**config.mk**
```make
export PLATFORM = sky130hd
export DESIGN_NAME = decimator_status_and_output_format
export DESIGN_NICKNAME = d
export VERILOG_FILES = /design/src/logic/decim_status_pkg.sv /design/src/logic/decimator_status_and_output_format.sv /design/src/logic/pin_sync.sv /design/src/logic/range_checker.sv
export VERILOG_INCLUDE_DIRS = /design/src /design/src/logic
export SDC_FILE = /design/constraint.sdc
export NUM_CORES = 1
export LEC_CHECK = 0
export BUFFER_PORTS_ARGS = -buffer_cell sky130_fd_sc_hd__buf_4
export CORE_MARGIN = 2
export CORE_UTILIZATION = 50
export CTS_BUF_LIST = sky130_fd_sc_hd__clkbuf_16
export CTS_CLUSTER_DIAMETER = 30
export DETAILED_ROUTE_END_ITERATION = 12
export HOLD_SLACK_MARGIN = 0.12
export PLACE_DENSITY = 0.8
export SKIP_CTS_REPAIR_TIMING = 1
export SLEW_MARGIN = 0
export SYNTH_ARGS = -nofsm -noshare
export SYNTH_HDL_FRONTEND = slang
export SYNTH_SLANG_ARGS = --single-unit
export TNS_END_PERCENT = 20
```
**constraint.sdc**
```tcl
create_clock -name clk -period 6.5 [get_ports clk]
set_clock_uncertainty 0.2 [all_clocks]
set_input_delay 0.65 -clock clk [delete_from_list [all_inputs] [get_ports clk]]
set_output_delay 0.65 -clock clk [all_outputs]
set_load 0.05 [all_outputs]
```
**src/logic/decim_status_defines.svh**
```systemverilog
// constants for the decimator output coding and status word
`ifndef DECIM_STATUS_DEFINES_SVH
`define DECIM_STATUS_DEFINES_SVH

`define WORD_W          24
`define RAW_W           35
`define BIT_LAST        5'h17
`define POS_FS          24'h7FFFFF
`define NEG_FS          24'h800000
`define CLIP_HI         35'h0007FFFFF
`define CLIP_LO         35'h7FF800000
`define RANGE_HI        35'h0005FFFFF
`define RANGE_LO        35'h7FFA00000
`define OOR_RUN         3'h4
`define SETTLE_RESULTS  4'h3
`define PIN_SYNC_W      16
`define PIN_SYNC_INIT   16'h2000

`define ST_ERROR        23
`define ST_OVERWRITE    22
`define ST_MODFLAG      21
`define ST_ACCUM        19
`define ST_READY        18
`define ST_SETTLED      17
`define ST_RANGE        16
`define CF_POWER        11
`define CF_TEST         10
`define CF_BW_HI        8
`define CF_BW_LO        6
`define CF_GAIN_HI      4
`define CF_GAIN_LO      0

`endif

```
**src/logic/decim_status_pkg.sv**
```systemverilog
// types shared by the decimator status logic
package decim_status_pkg;

   typedef enum logic [1:0] {
      RD_IDLE   = 2'b00,
      RD_DATA   = 2'b01,
      RD_STATUS = 2'b10
   } rd_kind_e;

   typedef struct packed {
      logic       power_down;
      logic       test_sel;
      logic [2:0] bw;
      logic [4:0] gain;
   } config_s;

endpackage : decim_status_pkg

```
**src/logic/decimator_status_and_output_format.sv**
```systemverilog
// decimator output data register, status word and serial read-out
// Operation
// - results are 24-bit two's complement, bounded span
// - 24-bit status word: errors high, config low
// - summary error is OR of three error flags
// - error flags clear after status read, reset
// - error pin is inverse of summary flag
// - overwrite set when result lands during data read
// - modulator bit follows its pin each edge while settled; its rise clears settled
// - modulator bit holds in power-down and reset
// - overflow sets accumulator flag, clips full scale
// - settled cleared on reset, power-up, wake
// - settled cleared on sync, pin change, modflag
// - unsettled filter keeps four status flags from setting
// - four consecutive samples beyond the same end of the range set range flag
// - bit 18 data ready; low bits mirror config
// - both modes load all-zero config during reset
`timescale 1ns/100ps
`include "decim_status_defines.svh"
module decimator_status_and_output_format
   import decim_status_pkg::*;
(
   input  wire logic               clk,                   // filter clock
   input  wire logic               rstn,                  // async reset, active low
   input  wire logic               result_valid,          // raw filter result strobe
   input  wire logic [`RAW_W-1:0]  result_raw,            // raw signed accumulator result
   input  wire logic [15:0]        sw_config,             // software configuration word
   input  wire logic               hw_config_mode,        // pin: 1 = config from pins
   input  wire logic [4:0]         gain_pins,             // pin: gain and input select
   input  wire logic [2:0]         bandwidth_pins,        // pin: bandwidth select
   input  wire logic               test_input_select_pin, // pin: test input select
   input  wire logic               power_down_pin,        // pin: power-down request
   input  wire logic               modulator_flag_in,     // pin: modulator flag
   input  wire logic               sync_in,               // pin: convolution restart
   input  wire logic               sclk,                  // pin: serial clock
   input  wire logic               cs_n,                  // pin: serial select, active low
   input  wire logic               register_select,       // pin: 1 = data, 0 = status
   output logic                    dout,                  // serial data out
   output logic                    data_ready_out,        // new result waiting
   output logic                    error_n,               // summary error, active low
   output logic      [`WORD_W-1:0] data_word              // output data register
);

   ////////////////////////////////////////////////////////////////////////////
   // pin synchronisation

   logic [`PIN_SYNC_W-1:0] pin_raw;
   logic [`PIN_SYNC_W-1:0] pin_s;
   logic [4:0]             gain_s;
   logic [2:0]             bw_s;
   logic                   test_s;
   logic                   pd_s;
   logic                   modflag_s;
   logic                   sync_s;
   logic                   sclk_s;
   logic                   csn_s;
   logic                   register_select_s;
   logic                   hw_s;

   assign pin_raw = {hw_config_mode, register_select, cs_n, sclk, sync_in, modulator_flag_in,
                     power_down_pin, test_input_select_pin, bandwidth_pins, gain_pins};

   pin_sync #(
      .WIDTH (`PIN_SYNC_W),
      .INIT  (`PIN_SYNC_INIT)
   ) u_pin_sync (
      .clk  (clk),
      .rstn (rstn),
      .d    (pin_raw),
      .q    (pin_s)
   );

   assign gain_s    = pin_s[4:0];
   assign bw_s      = pin_s[7:5];
   assign test_s    = pin_s[8];
   assign pd_s      = pin_s[9];
   assign modflag_s = pin_s[10];
   assign sync_s    = pin_s[11];
   assign sclk_s    = pin_s[12];
   assign csn_s     = pin_s[13];
   assign register_select_s    = pin_s[14];
   assign hw_s      = pin_s[15];

   ////////////////////////////////////////////////////////////////////////////
   // configuration

   logic    in_reset_reg;
   config_s pin_cfg;
   config_s sw_cfg;
   config_s cfg_reg;
   config_s pin_prev_reg;
   logic    pin_change;
   logic    pd_prev_reg;
   logic    pd_exit;
   logic    sync_prev_reg;
   logic    sync_rise;

   assign pin_cfg = '{power_down: pd_s, test_sel: test_s, bw: bw_s, gain: gain_s};
   assign sw_cfg  = '{power_down: sw_config[`CF_POWER], test_sel: sw_config[`CF_TEST],
                      bw: sw_config[`CF_BW_HI:`CF_BW_LO], gain: sw_config[`CF_GAIN_HI:`CF_GAIN_LO]};

   // stays high for the first edge after release so config keeps loading pin_cfg
   always_ff @(posedge clk or negedge rstn) begin
      if (!rstn) begin
         in_reset_reg <= 1'b1;
      end else begin
         in_reset_reg <= 1'b0;
      end
   end

   // no async reset here: while reset is held this register loads pin_cfg, which
   // pin_sync holds at its INIT value, so it leaves reset with an all-zero config
   always_ff @(posedge clk) begin
      if (hw_s || in_reset_reg) begin
         cfg_reg <= pin_cfg;
      end else begin
         cfg_reg <= sw_cfg;
      end
      pin_prev_reg <= pin_cfg;
   end

   // power-down is excluded: leaving it has its own restart term
   assign pin_change = hw_s && !in_reset_reg &&
                       ({pin_cfg.test_sel, pin_cfg.bw, pin_cfg.gain} !=
                        {pin_prev_reg.test_sel, pin_prev_reg.bw, pin_prev_reg.gain});

   always_ff @(posedge clk or negedge rstn) begin
      if (!rstn) begin
         pd_prev_reg   <= 1'b0;
         sync_prev_reg <= 1'b0;
      end else begin
         pd_prev_reg   <= cfg_reg.power_down;
         sync_prev_reg <= sync_s;
      end
   end

   assign pd_exit   = pd_prev_reg && !cfg_reg.power_down;
   assign sync_rise = sync_s && !sync_prev_reg;

   ////////////////////////////////////////////////////////////////////////////
   // result coding and data register

   logic               word_valid;
   logic [`WORD_W-1:0] word_out;
   logic               clip_evt;
   logic               oor_evt;

   range_checker u_range_checker (
      .clk          (clk),
      .rstn         (rstn),
      .sample_valid (result_valid),
      .sample_raw   (result_raw),
      .word_valid   (word_valid),
      .word_out     (word_out),
      .clip_evt     (clip_evt),
      .oor_evt      (oor_evt)
   );

   always_ff @(posedge clk or negedge rstn) begin
      if (!rstn) begin
         data_word <= 24'h000000;
      end else if (word_valid) begin
         data_word <= word_out;
      end
   end

   ////////////////////////////////////////////////////////////////////////////
   // serial read-out

   rd_kind_e           rd_kind_reg;
   logic [4:0]         bit_cnt_reg;
   logic [`WORD_W-1:0] shift_reg;
   logic               pending_reg;
   logic               sclk_prev_reg;
   logic               csn_prev_reg;
   logic               sclk_rise;
   logic               sclk_fall;
   logic               cs_fall;
   logic               cs_rise;
   logic               word_done;
   logic               status_done;
   logic               data_busy;
   logic               data_load;
   logic               word_load;
   logic [`WORD_W-1:0] status_word;
   logic               data_ready_reg;

   function automatic logic [`WORD_W-1:0] pick_word(input logic sel, input logic [`WORD_W-1:0] dat,
                                                    input logic [`WORD_W-1:0] st);
      pick_word = sel ? dat : st;
   endfunction : pick_word

   function automatic rd_kind_e pick_kind(input logic sel);
      pick_kind = sel ? RD_DATA : RD_STATUS;
   endfunction : pick_kind

   always_ff @(posedge clk or negedge rstn) begin
      if (!rstn) begin
         sclk_prev_reg <= 1'b0;
         csn_prev_reg  <= 1'b1;
      end else begin
         sclk_prev_reg <= sclk_s;
         csn_prev_reg  <= csn_s;
      end
   end

   assign sclk_rise   = sclk_s && !sclk_prev_reg;
   assign sclk_fall   = !sclk_s && sclk_prev_reg;
   assign cs_fall     = !csn_s && csn_prev_reg;
   assign cs_rise     = csn_s && !csn_prev_reg;
   assign word_done   = (rd_kind_reg != RD_IDLE) && sclk_rise && (bit_cnt_reg == `BIT_LAST);
   assign status_done = word_done && (rd_kind_reg == RD_STATUS);
   assign data_busy   = (rd_kind_reg == RD_DATA);
   assign word_load   = !cs_rise && (cs_fall || word_done);
   assign data_load   = word_load && register_select_s;

   // the next word is latched at the last rising edge of the previous one, so
   // a host that ties data-ready to register-select gets status second
   always_ff @(posedge clk or negedge rstn) begin
      if (!rstn) begin
         rd_kind_reg <= RD_IDLE;
         bit_cnt_reg <= 5'h00;
         shift_reg   <= 24'h000000;
         pending_reg <= 1'b0;
      end else if (cs_rise) begin
         rd_kind_reg <= RD_IDLE;
         pending_reg <= 1'b0;
      end else if (word_load) begin
         shift_reg   <= pick_word(register_select_s, data_word, status_word);
         rd_kind_reg <= pick_kind(register_select_s);
         bit_cnt_reg <= 5'h00;
         pending_reg <= 1'b0;
      end else if (rd_kind_reg != RD_IDLE) begin
         if (sclk_rise) begin
            bit_cnt_reg <= bit_cnt_reg + 5'h01;
            pending_reg <= 1'b1;
         end else if (sclk_fall && pending_reg) begin
            shift_reg   <= {shift_reg[`WORD_W-2:0], 1'b0};
            pending_reg <= 1'b0;
         end
      end
   end

   assign dout = shift_reg[`WORD_W-1];

   // a result landing in the cycle a data read starts keeps ready high
   always_ff @(posedge clk or negedge rstn) begin
      if (!rstn) begin
         data_ready_reg <= 1'b0;
      end else if (word_valid) begin
         data_ready_reg <= 1'b1;
      end else if (data_load) begin
         data_ready_reg <= 1'b0;
      end
   end

   assign data_ready_out = data_ready_reg;

   ////////////////////////////////////////////////////////////////////////////
   // settling

   logic       settled_reg;
   logic [3:0] settle_cnt_reg;
   logic       modflag_reg;
   logic       modflag_next;
   logic       restart;

   assign restart = in_reset_reg || sync_rise || pin_change || pd_exit ||
                    (modflag_next && !modflag_reg);

   always_ff @(posedge clk or negedge rstn) begin
      if (!rstn) begin
         settled_reg    <= 1'b0;
         settle_cnt_reg <= 4'h0;
      end else if (restart) begin
         settled_reg    <= 1'b0;
         settle_cnt_reg <= 4'h0;
      end else if (word_valid && !settled_reg) begin
         settle_cnt_reg <= settle_cnt_reg + 4'h1;
         settled_reg    <= (settle_cnt_reg == `SETTLE_RESULTS - 4'h1);
      end
   end

   ////////////////////////////////////////////////////////////////////////////
   // error flags

   logic overwrite_reg;
   logic overwrite_next;
   logic accum_err_reg;
   logic accum_err_next;
   logic range_reg;
   logic range_next;
   logic error_n_reg;

   // clear first, then sets, so an event in the clearing cycle survives
   always_comb begin
      overwrite_next = status_done ? 1'b0 : overwrite_reg;
      modflag_next   = status_done ? 1'b0 : modflag_reg;
      accum_err_next = status_done ? 1'b0 : accum_err_reg;
      range_next     = status_done ? 1'b0 : range_reg;
      if (settled_reg) begin
         if (word_valid && data_busy) begin
            overwrite_next = 1'b1;
         end
         if (!cfg_reg.power_down && !in_reset_reg) begin
            modflag_next = modflag_s;
         end
         if (clip_evt) begin
            accum_err_next = 1'b1;
         end
         if (oor_evt) begin
            range_next = 1'b1;
         end
      end
   end

   always_ff @(posedge clk or negedge rstn) begin
      if (!rstn) begin
         overwrite_reg <= 1'b0;
         modflag_reg   <= 1'b0;
         accum_err_reg <= 1'b0;
         range_reg     <= 1'b0;
         error_n_reg   <= 1'b1;
      end else begin
         overwrite_reg <= overwrite_next;
         modflag_reg   <= modflag_next;
         accum_err_reg <= accum_err_next;
         range_reg     <= range_next;
         error_n_reg   <= !(overwrite_next || modflag_next || accum_err_next);
      end
   end

   assign error_n = error_n_reg;

   ////////////////////////////////////////////////////////////////////////////
   // status word assembly

   always_comb begin
      status_word                              = 24'h000000;
      status_word[`ST_ERROR]                   = overwrite_reg || modflag_reg || accum_err_reg;
      status_word[`ST_OVERWRITE]               = overwrite_reg;
      status_word[`ST_MODFLAG]                 = modflag_reg;
      status_word[`ST_ACCUM]                   = accum_err_reg;
      status_word[`ST_READY]                   = data_ready_reg;
      status_word[`ST_SETTLED]                 = settled_reg;
      status_word[`ST_RANGE]                   = range_reg;
      status_word[`CF_POWER]                   = cfg_reg.power_down;
      status_word[`CF_TEST]                    = cfg_reg.test_sel;
      status_word[`CF_BW_HI:`CF_BW_LO]         = cfg_reg.bw;
      status_word[`CF_GAIN_HI:`CF_GAIN_LO]     = cfg_reg.gain;
   end

endmodule : decimator_status_and_output_format

```
**src/logic/pin_sync.sv**
```systemverilog
// two flip-flop synchroniser for a group of pin inputs
`timescale 1ns/100ps
module pin_sync #(
   parameter int             WIDTH = 16,
   parameter logic [WIDTH-1:0] INIT = '0
) (
   input  wire logic             clk,   // filter clock
   input  wire logic             rstn,  // async reset, active low
   input  wire logic [WIDTH-1:0] d,     // asynchronous pins
   output logic      [WIDTH-1:0] q      // synchronised levels
);

   logic [WIDTH-1:0] meta_reg;

   // meta_reg is read by q only
   always_ff @(posedge clk or negedge rstn) begin
      if (!rstn) begin
         meta_reg <= INIT;
         q        <= INIT;
      end else begin
         meta_reg <= d;
         q        <= meta_reg;
      end
   end

endmodule : pin_sync

```
**src/logic/range_checker.sv**
```systemverilog
// clipping of filter results and run detection of out-of-range samples
`timescale 1ns/100ps
`include "decim_status_defines.svh"
module range_checker (
   input  wire logic               clk,          // filter clock
   input  wire logic               rstn,         // async reset, active low
   input  wire logic               sample_valid, // raw accumulator result strobe
   input  wire logic [`RAW_W-1:0]  sample_raw,   // raw signed accumulator value
   output logic                    word_valid,   // clipped word strobe
   output logic      [`WORD_W-1:0] word_out,     // 24-bit two's complement result
   output logic                    clip_evt,     // overflow or underflow seen
   output logic                    oor_evt       // fourth or later out-of-range sample
);

   logic       hi;
   logic       lo;
   logic [2:0] run_reg;
   logic [2:0] run_next;
   logic       dir_reg;

   assign hi = $signed(sample_raw) > $signed(`RANGE_HI);
   assign lo = $signed(sample_raw) < $signed(`RANGE_LO);

   // a run only counts samples beyond the same end of the range
   always_comb begin
      run_next = 3'h0;
      if (hi || lo) begin
         if (run_reg != 3'h0 && dir_reg == hi) begin
            run_next = (run_reg == `OOR_RUN) ? run_reg : run_reg + 3'h1;
         end else begin
            run_next = 3'h1;
         end
      end
   end

   always_ff @(posedge clk or negedge rstn) begin
      if (!rstn) begin
         word_valid <= 1'b0;
         word_out   <= 24'h000000;
         clip_evt   <= 1'b0;
         oor_evt    <= 1'b0;
         run_reg    <= 3'h0;
         dir_reg    <= 1'b0;
      end else begin
         word_valid <= sample_valid;
         clip_evt   <= 1'b0;
         oor_evt    <= 1'b0;
         if (sample_valid) begin
            if ($signed(sample_raw) > $signed(`CLIP_HI)) begin
               word_out <= `POS_FS;
               clip_evt <= 1'b1;
            end else if ($signed(sample_raw) < $signed(`CLIP_LO)) begin
               word_out <= `NEG_FS;
               clip_evt <= 1'b1;
            end else begin
               word_out <= sample_raw[`WORD_W-1:0];
            end
            run_reg <= run_next;
            dir_reg <= hi;
            oor_evt <= (run_next == `OOR_RUN);
         end
      end
   end

endmodule : range_checker

```
======== Yosys cells after proc, flatten, opt, wreduce, memory -nomap -nowiden ========
Index checks and enable logic that the tools add are counted.
cells by class
  divide/modulo/power cells ............... 0
  reduce and logical (&&, ||, !) cells .... 54
  order comparisons ....................... 4
  add/sub/neg operators ................... 3
  multiplexer cells ....................... 44
  bitwise gates (word level) .............. 1
  eq/ne operators ......................... 9
  multipliers ............................. 0
  shifts and indexed selects .............. 0
operators with widths
  kind                    count
  $mux W24                7
  $gt A35 B24 Y1 const B  2
  $lt A35 B24 Y1 const B  2
  $mux W1                 25
  $logic_and A1 B1 Y1     19
  $mux W5                 3
  $reduce_bool A2 Y1      7
  $logic_not A1 Y1        11
  $logic_or A1 B1 Y1      11
  $mux W10                1
  $mux W3                 3
  $ne A9 B9 Y1            1
  $mux W4                 2
  $eq A3 B3 Y1 const B    2
  $mux W2                 3
  $reduce_bool A3 Y1      2
  $add A5 B1 Y5 const B   1
  $eq A5 B5 Y1 const B    1
  $add A4 B1 Y4 const B   1
  $eq A4 B2 Y1 const B    1
  $reduce_and A4 Y1       1
  $reduce_bool A4 Y1      1
  $add A3 B1 Y3 const B   1
  $reduce_and A3 Y1       1
  other kinds (6)         6
storage, ports and cells
  bits in latches ......................... 0
  register bits after elaboration ......... 154
  memories ................................ 0
  output and inout bits ................... 27
  bits in writable memories ............... 0
  ROM bits ................................ 0

======== Logic depth before layout (Yosys ltp) ========
  depth in word-level cells ............... 11
  gate-level depth with buffers ........... 9
  depth with buffers taken out ............ 6

======== By module ========
From an unflattened synthesis, not the netlist that was laid out.
unflattened totals
  cell total of the unflattened synthesis .. 573
  area total of the unflattened synthesis .. 6587.6 µm²
by module, submodules not included
  module                              times used  cells each  area an instance (µm²)
  decimator_status_and_output_format  1           381         4332.9
  range_checker                       1           160         1451.4
  pin_sync                            1           32          803.3

======== Worst setup path before layout ========
OpenSTA, ideal clock, no wires.
  path type ............................... register to register
  from .................................... reg bit_cnt_reg[0]
  to ...................................... reg shift_reg[23]
  period minus slack after synthesis ...... 2.371 ns
  slack ................................... 4.129 ns
  cell stages (with the launch flop) ...... 9
  arrival ................................. 2.046 ns
  buffers on the path ..................... 2
  required time ........................... 6.175 ns
  cell sequence ........................... dfrtp_1 ha_1 nand4b_4 nor3_4 maj3_2 buf_6 buf_12 mux2_4 mux2_2
between the ends
  word-level cells in the longest chain between the ends .. 6
ends and longest elaborated chain
  element                                                              line                                       RTL
  start, declared                                                      decimator_status_and_output_format.sv:171  logic [4:0] bit_cnt_reg;
  start signal, assigned                                               decimator_status_and_output_format.sv:235  bit_cnt_reg <= bit_cnt_reg + 5'h01;
  $eq A5 B5 Y1 (no source line) (*)                                    n/a
  $logic_and A1 B1 Y1 (*)                                              decimator_status_and_output_format.sv:211  assign word_done = (rd_kind_reg != RD_IDLE) && sclk_rise && (bit_cnt_reg == `BIT_LAST);
  $logic_or A1 B1 Y1 (*)                                               decimator_status_and_output_format.sv:214  assign word_load = !cs_rise && (cs_fall || word_done);
  $logic_and A1 B1 Y1 (*)                                              decimator_status_and_output_format.sv:214
  $ne A2 B1 Y1 (no source line) or $reduce_bool A2 Y1 (tied branches)  n/a
  $reduce_and A4 Y1 (no source line)                                   n/a
  end signal, assigned                                                 decimator_status_and_output_format.sv:229  shift_reg <= pick_word(register_select_s, data_word, status_word);
  end signal, assigned                                                 decimator_status_and_output_format.sv:238  shift_reg <= {shift_reg[`WORD_W-2:0], 1'b0};
  end, declared                                                        decimator_status_and_output_format.sv:172  logic [`WORD_W-1:0] shift_reg;
Mark *: on every way between the ends. The rest lies on a longest branch, timed or not.
A chain may end at the register's enable or synchronous reset.

======== Worst setup path after layout ========
  from .................................... reg bit_cnt_reg[0]
  to ...................................... reg shift_reg[17]
Same word-level chain as after synthesis.

==> reports/metrics.csv <==
metric;value;unit
layout cells sized above 1;0.341;
Tcrit/Tclk final;0.450;
count leader, synth;dfrtp_1;
worst slew pin tran;1.08;ns
Sink Count;154;
Post-synth EDFFs;0;
clk buf depth;2;
grt ovf;0;
Worst Path Arrival;3.03;ns
Buf+Inv Stages, Crit Path;0;
most used cell, CP;mux2_2;
Fmax;342;MHz
Setup violations, final;0;
dominant cell type by area after synthesis;dfrtp_1;
startpoint types;flip-flop;
initial drt markers;239;
H-tree Lvls;4;
DP Area;7090;sq um
# IOs;97;
CP required;6.60;ns
number of diodes;0;
fin crit period;2.93;ns
overall power;2650;uW
IO Port Bufs;90;
Slowest-stage cell, CP;maj3_2;
Final ANT Viol Nets;0;
CORE AREA;12500;sq um
Total Routing Usage GR;0.210;
syn_area_per_cell;12.5;sq um
routed length per instance;16.5;um
Yosys cell types;52;
Site Rows;41;
CTS tree;done;
clk slew on worst S/H paths;0.06;ns
Synth Instances;506;
final wirelength;13000;um
top_reg_cell synth;dfrtp_1;
total number of vias;4194;
post-synthesis adder-cell area fraction;0.0117;
Slew Viols, Final;0;
CTS root buffer;clkbuf_16;
final hold slack;0.133;ns
critical path, cell by cell;ha_1 > nand4b_4 > nor3_4 > maj3_2 > mux2_2 > mux2_2;
largest net degree at the start of global routing;85;
syn_nets;581;
Synth Area in Compound Gates;0.0795;
hpwl dp;8620;um
later-pin clock latency in the skew report;0.42;ns
top post-synthesis cells by area;dfrtp_1, mux2_2, dfxtp_1;
initial antenna violation count;0;
DR DRC count;0;
register area share after synthesis;0.597;
register bit total from synthesis;154;
post-synthesis xor/xnor area fraction;0.0250;
die area;13500;sq um
power density over the cells;340;nW/um^2
mux cell area share after synthesis;0.171;
outcome;finished, final reports clean;
1st-pass router iterations;4;
main combinational cell family by area after synthesis;multiplexers;
Critical Path Max Stage Delay;0.78;ns
GPL Wtd Cong;0.783;
Mapped Area;6310;sq um
Worst path top cell family by delay;adder cells;
Synth top area share;0.516;
vias in the first global route;4443;
initial core utilization;0.506;
max-cap violation count;0;
Die Wd;116;um
Crit Path Category;reg2reg;
post-synthesis simple-gate area fraction;0.0815;
YS warnings;0;
Nets;680;
Layout area overhead;23.7;%
ys async rst share;0.877;
Setup crit end kind;flip-flop;
Chip Height;116;um
Setup TNS;0;ns
final instance area;7800;sq um
vias per cell;5.31;
Rel. slew slack;0.282;
synth cell count leaders;dfrtp_1, mux2_2, a21oi_1, nor2_1, mux2i_1;
crit-path max FO;28;
P_leak;0.00344;uW
number of CTS-inserted buffers;17;
RSZ-0062 raised after global routing;no;
Hold Fails Final Rpt;0;
first-pass GRT wire length;21500;um
VDD IR-drop max;218;uV
Hold Path Class;in2reg;
==> cell type report <==
type,instances,area (sq um)
timing repair buffer,104,806
fill,907,4670
sequential,154,3760
clock inverter,15,185
inverter,19,71.3
multi-input combinational,309,2330
clock buffer,17,425
tap,172,215
==> metrics by stage <==
step            util  setup WS [ns]  cells
3_3_place_gp   0.569           3.68    748
4_1_cts        0.618           3.57    780
2_1_floorplan      -           4.13    506
6_report       0.626           3.57    790
5_1_grt        0.626           3.44    790
3_5_place_dp   0.569           3.60    748
==> cells by family (layout without fill, tap and decap cells) <==
kind of cell | count (synthesis) | after routing
other | 1 | 1
AOI/OAI and AO/OA | 87 | 87
adders and majority gates | 6 | 6
DFF | 154 | 154
and+or+nand+nor | 99 | 99
muxes | 98 | 98
buffers and inverters | 43 | 155
xor gates and xnor gates | 18 | 18
==> worst paths after layout <==
kind | start | end | slack, ns | depth (start not counted)
max in group asynchronous | rstn | u_range_checker.word_out[17]$_DFFE_PN0P_ | 4.65 | 2
max reg2reg | bit_cnt_reg[0]$_DFFE_PN0P_ | shift_reg[17]$_DFFE_PN0P_ | 3.57 | 6
min in group asynchronous | rstn | u_range_checker.word_out[6]$_DFFE_PN0P_ | 0.20 | 1
max | bit_cnt_reg[0]$_DFFE_PN0P_ | shift_reg[17]$_DFFE_PN0P_ | 3.57 | 6
min reg2reg | u_pin_sync.meta_reg[12]$_DFF_PN0_ | u_pin_sync.q[12]$_DFF_PN0_ | 0.15 | 0
min | power_down_pin | u_pin_sync.meta_reg[9]$_DFF_PN0_ | 0.13 | 1
==> layout by cell type (no fill, tap or decap), types with 3 or more instances in the layout <==
master,instances
xor2_1,6
inv_1,22
o21ai_0,10
nand2b_1,3
dlygate4sd3_1,10
ha_1,5
nand4_1,5
nor3_1,8
clkinvlp_4,3
a21oi_1,55
dfxtp_1,19
mux2i_1,21
clkbuf_16,17
nand3_1,6
dfrtp_1,130
nor2b_1,5
bufinv_16,4
or4_1,3
mux2_2,76
buf_4,94
nand2_1,16
nor2_1,41
o22ai_1,4
dfstp_2,5
xnor2_1,12
a22o_1,3
==> worst reg2reg max path: cells and delay by family (launching register included) <==
family                   cells  cell delay (ns)
adder cells (fa/ha/maj)      2             1.03
flip-flops                   1             0.39
multiplexers                 2             0.69
AND/OR/NAND/NOR              2             0.51
==> per-layer routing <==
layer	vias up	track usage	routed length [um]
met2	101	0.371	6930
met5	-	0	0
met4	0	0.0786	306
met1	2101	0.248	5300
met3	29	0.0535	464
li1	1963	-	-
==> power breakdown <==
| group | internal, uW | total (uW) | switching (uW) |
|---|---|---|---|
| logic | 211 | 454 | 243 |
| registers | 1090 | 1190 | 92.1 |
| clock network | 635 | 1010 | 379 |
(Power assumes the default switching activity.)
